===== src/rtl/status_pkg.sv =====
// Purpose: constants for the instrument condition word block
// Assumes: 32-bit classic Wishbone register access
// Notes: register offsets are byte addresses
package status_pkg;
	localparam int WORD_W = 16;
	// field positions
	localparam int OP_LSB = 0;
	localparam int FLOW_DEV_BIT = 2;
	localparam int FLOW_HIST_BIT = 3;
	localparam int SRC_LSB = 4;
	localparam int CHAMBER_BIT = 6;
	localparam int TAPE_LSB = 7;
	localparam int VALVE_BIT = 9;
	localparam int TEST_LSB = 10;
	localparam int LINK_BIT = 13;
	localparam int CLEAN_BIT = 14;
	localparam int CARD_BIT = 15;
	// operation codes
	localparam logic [1:0] OP_MEASURE = 2'h0;
	localparam logic [1:0] OP_ADVANCE = 2'h1;
	localparam logic [1:0] OP_FIRST = 2'h2;
	localparam logic [1:0] OP_STOPPED = 2'h3;
	// tape codes
	localparam logic [1:0] TAPE_OK = 2'h0;
	localparam logic [1:0] TAPE_LOW = 2'h1;
	localparam logic [1:0] TAPE_LAST = 2'h2;
	localparam logic [1:0] TAPE_ERROR = 2'h3;
	// test codes
	localparam logic [2:0] TEST_NONE = 3'h0;
	localparam logic [2:0] TEST_STAB = 3'h1;
	localparam logic [2:0] TEST_CLEAN = 3'h2;
	localparam logic [2:0] TEST_TAPE = 3'h3;
	localparam logic [2:0] TEST_OPTIC = 3'h4;
	localparam logic [2:0] TEST_LEAK = 3'h6;
	// thresholds in millilitres per minute
	localparam int FLOW_W = 16;
	localparam logic [15:0] FLOW_TOL_ML = 16'h01f4;
	// ratio limits: ratio*20 compared with 4 and 15
	localparam int RATIO_DEN = 20;
	localparam int RATIO_LO = 4;
	localparam int RATIO_HI = 15;
	// spot counts
	localparam logic [7:0] SPOT_WARN = 8'h1e;
	localparam logic [7:0] SPOT_LAST = 8'h05;
	// led colours
	typedef enum logic [1:0] {
		LED_OFF = 2'b00,
		LED_GREEN = 2'b01,
		LED_YELLOW = 2'b10,
		LED_RED = 2'b11
	} led_colour_t;
	localparam int BLINK_HALF = 50000000;
	// register map
	localparam logic [3:0] ADDR_WORD = 4'h0;
	localparam logic [3:0] ADDR_IRQ_STAT = 4'h4;
	localparam logic [3:0] ADDR_IRQ_MASK = 4'h8;
	localparam logic [3:0] ADDR_CTRL = 4'hc;
	localparam logic [15:0] WORD_RESET = 16'h0000;
endpackage


===== src/rtl/status_if.sv =====
`timescale 1ns/100ps
// Purpose: carries condition inputs to the word assembler
// Assumes: single clock
// Notes: filled by the top, read by the word assembler only
interface status_if;
	logic [1:0] op_code;
	logic flow_dev;
	logic flow_hist;
	logic [1:0] src_code;
	logic chamber_err;
	logic [1:0] tape_code;
	logic [2:0] test_code;
	logic link_err;
	logic clean_bad;
	logic card_err;
	modport source (output op_code, flow_dev, flow_hist, src_code,
		chamber_err, tape_code, test_code, link_err, clean_bad, card_err);
	modport sink (input op_code, flow_dev, flow_hist, src_code,
		chamber_err, tape_code, test_code, link_err, clean_bad, card_err);
endinterface // status_if


===== src/rtl/flow_judge.sv =====
`timescale 1ns/100ps
// Purpose: flags flow deviation from setpoint and sensor ratio
// Assumes: flows in millilitres per minute, signed
// Notes: combinational
module flow_judge #(
	parameter int FW = status_pkg::FLOW_W
) (
	// flows
	input wire logic signed [FW-1:0] setpoint_i,
	input wire logic signed [FW-1:0] first_sensor_flow_i,
	input wire logic signed [FW-1:0] second_sensor_flow_i,
	// verdict
	output logic deviate_o
);
	logic signed [FW+1:0] diff;
	logic signed [FW+7:0] f2_scaled;
	logic signed [FW+7:0] lo_lim;
	logic signed [FW+7:0] hi_lim;
	logic ratio_bad;
	always_comb begin
		diff = (FW+2)'(first_sensor_flow_i) - (FW+2)'(setpoint_i);
		f2_scaled = (FW+8)'(second_sensor_flow_i) *
			(FW+8)'(status_pkg::RATIO_DEN);
		lo_lim = (FW+8)'(first_sensor_flow_i) * (FW+8)'(status_pkg::RATIO_LO);
		hi_lim = (FW+8)'(first_sensor_flow_i) * (FW+8)'(status_pkg::RATIO_HI);
		ratio_bad = (f2_scaled < lo_lim) || (f2_scaled > hi_lim);
		deviate_o = (diff > (FW+2)'(signed'({2'b00, status_pkg::FLOW_TOL_ML})))
			|| (diff < -(FW+2)'(signed'({2'b00, status_pkg::FLOW_TOL_ML})))
			|| (first_sensor_flow_i < 0)
			|| ratio_bad;
	end
endmodule // flow_judge


===== src/rtl/condition_word.sv =====
`timescale 1ns/100ps
// Purpose: instrument condition word with Wishbone access and interrupt
// Assumes: subsystem inputs synchronous to clk_i
// Notes: word registered each edge, zero at reset
// Contract
// - status is one 16-bit word, each field on its own bits.
// - bits 1:0 hold operation: measure, advance, first, stopped.
// - bit 2 set on flow deviation, negative first flow, bad ratio.
// - bit 3 requests history check; both bits may be set together.
// - bits 5:4 hold optical source state codes.
// - bit 6 high on chamber error.
// - bits 8:7 hold tape state from spots left and motion.
// - bit 9 is reserved for the ball valve.
// - bits 12:10 hold the running test code.
// - bit 13 link error; bit 14 clean-air result unacceptable.
// - bit 15 set on storage card failure.
// - stopped indication only when word equals 3.
// - data qualified unless operation nonzero or test active.
// - green at 0, blinking green when word equals 1.
// - yellow while running with tape warning 128.
module condition_word #(
	parameter int BLINK_HALF = status_pkg::BLINK_HALF
) (
	// clock and reset
	input wire logic clk_i,
	input wire logic rst_i,
	// wishbone
	input wire logic cyc_i,
	input wire logic stb_i,
	input wire logic we_i,
	input wire logic [3:0] adr_i,
	input wire logic [3:0] sel_i,
	input wire logic [31:0] dat_i,
	output logic [31:0] dat_o,
	output logic ack_o,
	// subsystem conditions
	input wire logic [1:0] op_code_i,
	input wire logic signed [15:0] flow_setpoint_i,
	input wire logic signed [15:0] first_sensor_flow_i,
	input wire logic signed [15:0] second_sensor_flow_i,
	input wire logic flow_hist_i,
	input wire logic [1:0] src_code_i,
	input wire logic chamber_err_i,
	input wire logic [7:0] spots_left_i,
	input wire logic tape_stuck_i,
	input wire logic [2:0] test_code_i,
	input wire logic link_err_i,
	input wire logic clean_bad_i,
	input wire logic card_err_i,
	// outputs
	output logic [15:0] word_o,
	output logic stopped_o,
	output logic record_ok_o,
	output logic [1:0] led_o,
	output logic irq_o
);
	status_if cond ();
	logic [15:0] word_reg;
	logic [15:0] word_next;
	logic [15:0] prev_reg;
	logic [15:0] irq_stat_reg;
	logic [15:0] irq_mask_reg;
	logic blink_en_reg;
	logic [31:0] blink_cnt_reg;
	logic blink_reg;
	logic ack_reg;
	logic [31:0] dat_reg;
	logic flow_dev;
	logic [1:0] tape_code;
	logic acc;
	logic wr;
	logic [15:0] events;
	logic stopped_reg;
	logic record_ok_reg;
	logic [1:0] led_reg;

	// ----------------------------------------
	// condition gathering
	// ----------------------------------------
	flow_judge #(.FW(status_pkg::FLOW_W)) judge (
		.setpoint_i(flow_setpoint_i),
		.first_sensor_flow_i(first_sensor_flow_i),
		.second_sensor_flow_i(second_sensor_flow_i),
		.deviate_o(flow_dev)
	);

	always_comb begin
		if (tape_stuck_i) begin
			tape_code = status_pkg::TAPE_ERROR;
		end else if (spots_left_i < status_pkg::SPOT_LAST) begin
			tape_code = status_pkg::TAPE_LAST;
		end else if (spots_left_i < status_pkg::SPOT_WARN) begin
			tape_code = status_pkg::TAPE_LOW;
		end else begin
			tape_code = status_pkg::TAPE_OK;
		end
	end

	function automatic logic [2:0] legal_test(input logic [2:0] t);
		unique case (t)
			status_pkg::TEST_NONE, status_pkg::TEST_STAB,
			status_pkg::TEST_CLEAN, status_pkg::TEST_TAPE,
			status_pkg::TEST_OPTIC, status_pkg::TEST_LEAK: legal_test = t;
			default: legal_test = status_pkg::TEST_NONE;
		endcase
	endfunction

	assign cond.op_code = op_code_i;
	assign cond.flow_dev = flow_dev;
	assign cond.flow_hist = flow_hist_i;
	assign cond.src_code = src_code_i;
	assign cond.chamber_err = chamber_err_i;
	assign cond.tape_code = tape_code;
	assign cond.test_code = legal_test(test_code_i);
	assign cond.link_err = link_err_i;
	assign cond.clean_bad = clean_bad_i;
	assign cond.card_err = card_err_i;

	// ----------------------------------------
	// word assembly
	// ----------------------------------------
	word_pack pack (
		.cond(cond),
		.word_o(word_next)
	);

	always_ff @(posedge clk_i) begin
		if (rst_i) begin
			word_reg <= status_pkg::WORD_RESET;
			prev_reg <= status_pkg::WORD_RESET;
		end else begin
			word_reg <= word_next;
			prev_reg <= word_reg;
		end
	end
	assign word_o = word_reg;

	// ----------------------------------------
	// derived indications
	// ----------------------------------------
	function automatic logic [1:0] led_colour(input logic [15:0] w,
		input logic blink);
		if (w == status_pkg::WORD_RESET) begin
			led_colour = status_pkg::LED_GREEN;
		end else if (w == 16'(status_pkg::OP_ADVANCE)) begin
			led_colour = blink ? status_pkg::LED_GREEN : status_pkg::LED_OFF;
		end else if (w == 16'(status_pkg::OP_STOPPED)) begin
			led_colour = status_pkg::LED_RED;
		end else begin
			led_colour = status_pkg::LED_YELLOW;
		end
	endfunction

	always_ff @(posedge clk_i) begin
		if (rst_i) begin
			stopped_reg <= 1'b0;
			record_ok_reg <= 1'b1;
			led_reg <= status_pkg::LED_GREEN;
		end else begin
			stopped_reg <= (word_next == 16'(status_pkg::OP_STOPPED));
			record_ok_reg <=
				(word_next[status_pkg::OP_LSB +: 2] == status_pkg::OP_MEASURE) &&
				(word_next[status_pkg::TEST_LSB +: 3] == status_pkg::TEST_NONE);
			led_reg <= led_colour(word_next, blink_reg);
		end
	end
	assign stopped_o = stopped_reg;
	assign record_ok_o = record_ok_reg;
	assign led_o = led_reg;

	always_ff @(posedge clk_i) begin
		if (rst_i) begin
			blink_cnt_reg <= 32'h0;
			blink_reg <= 1'b1;
		end else if (!blink_en_reg ||
			blink_cnt_reg == 32'(BLINK_HALF - 1)) begin
			blink_cnt_reg <= 32'h0;
			blink_reg <= blink_en_reg ? ~blink_reg : 1'b1;
		end else begin
			blink_cnt_reg <= blink_cnt_reg + 32'h1;
		end
	end

	// ----------------------------------------
	// wishbone slave
	// ----------------------------------------
	assign acc = cyc_i && stb_i && !ack_reg;
	assign wr = acc && we_i && sel_i[0];

	always_ff @(posedge clk_i) begin
		if (rst_i) begin
			ack_reg <= 1'b0;
			dat_reg <= 32'h0;
		end else begin
			ack_reg <= acc;
			unique case (adr_i)
				status_pkg::ADDR_WORD: dat_reg <= {16'h0, word_reg};
				status_pkg::ADDR_IRQ_STAT: dat_reg <= {16'h0, irq_stat_reg};
				status_pkg::ADDR_IRQ_MASK: dat_reg <= {16'h0, irq_mask_reg};
				status_pkg::ADDR_CTRL: dat_reg <= {31'h0, blink_en_reg};
				default: dat_reg <= 32'h0;
			endcase
		end
	end
	assign ack_o = ack_reg;
	assign dat_o = dat_reg;

	always_ff @(posedge clk_i) begin
		if (rst_i) begin
			blink_en_reg <= 1'b1;
		end else if (wr && adr_i == status_pkg::ADDR_CTRL) begin
			blink_en_reg <= dat_i[0];
		end
	end

	always_ff @(posedge clk_i) begin
		if (rst_i) begin
			irq_mask_reg <= 16'h0;
		end else if (wr && adr_i == status_pkg::ADDR_IRQ_MASK) begin
			irq_mask_reg[7:0] <= dat_i[7:0];
			if (sel_i[1]) begin
				irq_mask_reg[15:8] <= dat_i[15:8];
			end
		end
	end

	// ----------------------------------------
	// interrupt: bits rising in the word
	// ----------------------------------------
	assign events = word_reg & ~prev_reg;

	always_ff @(posedge clk_i) begin
		if (rst_i) begin
			irq_stat_reg <= 16'h0;
		end else if (wr && adr_i == status_pkg::ADDR_IRQ_STAT) begin
			irq_stat_reg <= (irq_stat_reg &
				~{sel_i[1] ? dat_i[15:8] : 8'h0, dat_i[7:0]}) | events;
		end else begin
			irq_stat_reg <= irq_stat_reg | events;
		end
	end
	assign irq_o = |(irq_stat_reg & irq_mask_reg);
endmodule // condition_word


===== src/rtl/word_pack.sv =====
`timescale 1ns/100ps
// Purpose: places each condition code on its own bits of the word
// Assumes: codes already legal
// Notes: valve bit held at zero
module word_pack (
	// conditions
	status_if.sink cond,
	// word
	output logic [15:0] word_o
);
	always_comb begin
		word_o = status_pkg::WORD_RESET;
		word_o[status_pkg::OP_LSB +: 2] = cond.op_code;
		word_o[status_pkg::FLOW_DEV_BIT] = cond.flow_dev;
		word_o[status_pkg::FLOW_HIST_BIT] = cond.flow_hist;
		word_o[status_pkg::SRC_LSB +: 2] = cond.src_code;
		word_o[status_pkg::CHAMBER_BIT] = cond.chamber_err;
		word_o[status_pkg::TAPE_LSB +: 2] = cond.tape_code;
		word_o[status_pkg::VALVE_BIT] = 1'b0;
		word_o[status_pkg::TEST_LSB +: 3] = cond.test_code;
		word_o[status_pkg::LINK_BIT] = cond.link_err;
		word_o[status_pkg::CLEAN_BIT] = cond.clean_bad;
		word_o[status_pkg::CARD_BIT] = cond.card_err;
	end
endmodule // word_pack


===== config.mk =====
export PLATFORM = sky130hd
export DESIGN_NAME = condition_word
export DESIGN_NICKNAME = d
export VERILOG_FILES = /design/src/rtl/status_pkg.sv /design/src/rtl/status_if.sv /design/src/rtl/flow_judge.sv /design/src/rtl/condition_word.sv /design/src/rtl/word_pack.sv
export SDC_FILE = /design/constraint.sdc
export NUM_CORES = 1
export LEC_CHECK = 0
export ABC_AREA = 1
export BUFFER_PORTS_ARGS = -buffer_cell sky130_fd_sc_hd__buf_2
export CAP_MARGIN = 15
export CORE_MARGIN = 1
export CORE_UTILIZATION = 45
export CTS_BUF_LIST = sky130_fd_sc_hd__clkbuf_16
export DETAILED_ROUTE_END_ITERATION = 6
export PLACE_DENSITY = 0.79
export SLEW_MARGIN = 10
export SYNTH_ARGS = -nofsm -noshare
export SYNTH_HDL_FRONTEND = slang
export SYNTH_HIERARCHICAL = 1
export SYNTH_SLANG_ARGS = --single-unit

===== constraint.sdc =====
create_clock -name clk_i -period 4.7 [get_ports clk_i]
set_clock_uncertainty 0.2 [all_clocks]
set_input_delay 0.47 -clock clk_i [delete_from_list [all_inputs] [get_ports clk_i]]
set_output_delay 0.47 -clock clk_i [all_outputs]
set_load 0.01 [all_outputs]

==> metrics.yaml <==
cts:
  clock_latency_ns: 0.42
  clkSinkCount: 119
  cts_inserted_buffers: 17
  path_clk_slew_ns: 0.06
  cts_tree: "yes"
  cts_htree_levels: 4
  holdBufCountCts: 0
  root_buffer: "clkbuf_16"
  cts.path.max_buffers: 2
global_routing:
  use_met2: 0.423
  use_met3: 0.0258
  grt_usage: 0.229
  use_met1: 0.272
  antenna_found_initial: 1
  grt_max_degree: 40
  grt_pass1_wl_um: 45300
  gr-total-overflow: 0
  busiest_layer: "met2"
  grt_pass1_vias: 10200
critical_path:
  critPathArrivalTime_ns: 5.00
  cp.required_ns: 4.86
  slowest_stage: "fa_1"
  end_kind: "register"
  critical_path_class: "in -> reg"
  critPathLaunchType: "input pin"
  slowest_delay_ns: 0.51
  worstPathMaxFanout: 4
route:
  routed_wl_um: 28000
  vias: 10800
  drc: 0
  vias_per_cell: 5.03
  drt_pass1_iterations: 5
  drt-initial-drc-count: 635
  wire_per_inst_um: 13.0
  antenna_left: 0
sta:
  slew_headroom: 0.259
  worst_pin_slew_ns: 1.10
  layout_min_cycle_time_ns: 4.84
  tns_ns: -0.310
  fin_crit_sh: 1.03
  fin_ws_ns: -0.143
  maxSlewViolCount: 0
  finalHoldViolCount: 0
  max_freq_ghz: 0.206
  final-setup-viol-count: 3
  rsz0062_at_grt: "true"
run:
  maxCapViolCount: 0
floorplanning:
  core_area_sq_um: 22800
  rows: 55
  die-area_sq_um: 24000
  die_h_um: 155
  ios: 168
  die-width_um: 155
  initial_core_util: 0.461
final_layout:
  n_fill_cell: 2016
  seqCellArea_sq_um: 2380
  drive_above_1_share: 0.210
  fin_util: 0.586
  multi_input_area_sq_um: 7440
  areaGrowthSynthToFinish_pct: 27.1
  largest_reg_flops: 32
  fin_nets: 2086
  design_area_sq_um: 13400
pwr:
  irDropWorstVdd_uv: 270
  p_clk_frac: 0.276
  p_switching_mw: 1.78
  power_frac_comb: 0.503
  power_density_nw_per_um2: 359
  switching_share: 0.372
  p_leak_nw: 6.71
  seq_power_share: 0.221
  intPower_mw: 3.01
synthesis:
  synth_ff_type: "dfxtp_1"
  synth_edf_count: 0
  synthCells: 1603
  ys_ff_latch: 119
  ys_warn_count: 6
  avgSynthCellArea_sq_um: 6.55
  syn-cell-area_sq_um: 10500
  synthArstFlopShare: 0
  post_synth_num_cell_types: 42
  synth-seq-area-share: 0.227
run_status:
  status: "finished, violations left"
  violations: "setup timing"
place:
  hpwl_um: 21600
  placed_area_sq_um: 12200
  io_buffers: 133
  place.gp.congestion: 0.924
hold_path:
  hold_class: "in -> reg"
## cells in the mapped netlist (2+ instances only)
master / number / area, sq um
nor3_1: 7 / 35.0
nand3b_1: 5 / 37.5
nand2_1: 417 / 1570
nand3_2: 4 / 40.0
nand2_2: 8 / 50.1
clkbuf_1: 9 / 33.8
nor2_4: 2 / 22.5
nand4_1: 22 / 138
o21bai_1: 3 / 22.5
nor2_1: 201 / 754
a21o_1: 2 / 15.0
o22ai_1: 7 / 43.8
nand3_1: 82 / 410
conb_1: 2 / 7.51
o211ai_1: 16 / 120
o21ai_1: 15 / 75.1
buf_2: 8 / 40.0
buf_4: 32 / 240
o21ai_0: 41 / 205
xnor2_1: 23 / 201
inv_2: 2 / 7.51
xor2_1: 30 / 263
and2_1: 6 / 37.5
o21a_1: 5 / 37.5
or2_2: 8 / 50.1
inv_1: 277 / 1040
dfxtp_1: 119 / 2380
fa_1: 27 / 541
ha_1: 124 / 1550
a21oi_1: 87 / 435
## power by group through the flow
stage          clock network (mW)  registers, mW  logic (mW)
2_1_floorplan                   0           1.08        1.37
3_3_place_gp                    0           1.08        1.98
3_5_place_dp                    0           1.08        2.06
4_1_cts                      1.33           1.06        2.16
5_1_grt                      1.37           1.06        2.66
6_report                     1.32           1.06        2.41
## worst max-delay path: cells and delay by family
| family | cells | cell delay (ns) |
|---|---|---|
| AOI/OAI and AO/OA | 5 | 0.62 |
| xor gates and xnor gates | 1 | 0.14 |
| adders and majority gates | 5 | 1.77 |
| buffers and inverters | 4 | 0.38 |
| and+or+nand+nor | 17 | 1.61 |
## per-layer routing
metal,wire length (um),up-vias,share of wire
met5,0,-,0
met4,802,0,0.029
met3,1350,66,0.048
met2,14200,347,0.51
met1,11600,4953,0.41
li1,-,5436,-
## placed cells by master (no fill, tap or decap), types with 7 or more instances in the layout
master | Yosys | final
o211ai_1 | 16 | 16
ha_4 | 0 | 29
or2_2 | 8 | 8
buf_2 | 8 | 121
inv_2 | 2 | 13
a21oi_1 | 87 | 73
clkbuf_16 | 0 | 17
conb_1 | 2 | 17
nand3_1 | 82 | 80
o21ai_0 | 41 | 36
a21oi_2 | 0 | 9
xor2_1 | 30 | 30
fa_1 | 27 | 26
o22ai_1 | 7 | 7
buf_4 | 32 | 107
nand2_1 | 417 | 404
inv_1 | 277 | 267
o21ai_1 | 15 | 14
nand4_1 | 22 | 22
nor2_1 | 201 | 192
dfxtp_1 | 119 | 119
nand2_2 | 8 | 16
xnor2_1 | 23 | 21
ha_1 | 124 | 94
## path summary, 6_finish.rpt
kind	from	endpoint	slack (ns)	depth (start not counted)
max	first_sensor_flow_i[7]	led_o[0]	-0.14	32
min	clean_bad_i	word_o[14]	0.07	3
max reg2reg	blink_cnt_reg[0]	blink_cnt_reg[12]	1.73	8
min reg2reg	prev_reg[11]	irq_stat_reg[11]	0.22	1
## final cells by class
cell class / instances / area share
Antenna cell: 1 / 0.000187
Clock buffer: 17 / 0.0319
Clock inverter: 15 / 0.0134
Inverter: 279 / 0.0784
Multi-Input combinational cell: 1170 / 0.558
Sequential cell: 119 / 0.178
Tap cell: 313 / 0.0293
Timing Repair Buffer: 234 / 0.111
## timing repair
item	CTS	global route
setup endpoints to repair	3	4
pin swaps	32	51
resized for setup	44	56
gates cloned	0	0
buffers inserted	4	7
## stage by stage
| stage | hold slack [ns] | power (mW) | std cells | worst slack [ns] |
|---|---|---|---|---|
| floorplan | 0.199 | 2.45 | 1618 | -0.136 |
| global placement | 0.202 | 3.06 | 2104 | -0.509 |
| detailed placement | 0.216 | 3.13 | 2104 | -0.670 |
| CTS | 0.0663 | 4.55 | 2140 | -0.111 |
| global route | 0.0769 | 5.09 | 2148 | -0.414 |
| finish | 0.0715 | 4.79 | 2148 | -0.143 |
## cells by family after synthesis
logic type	synth area share
AOI/OAI and AO/OA	0.0954
xor gates and xnor gates	0.0442
adders and majority gates	0.199
buffers and inverters	0.130
DFF	0.227
other	0.000715
and+or+nand+nor	0.304
Note: power is estimated with default switching activity, not from simulation.
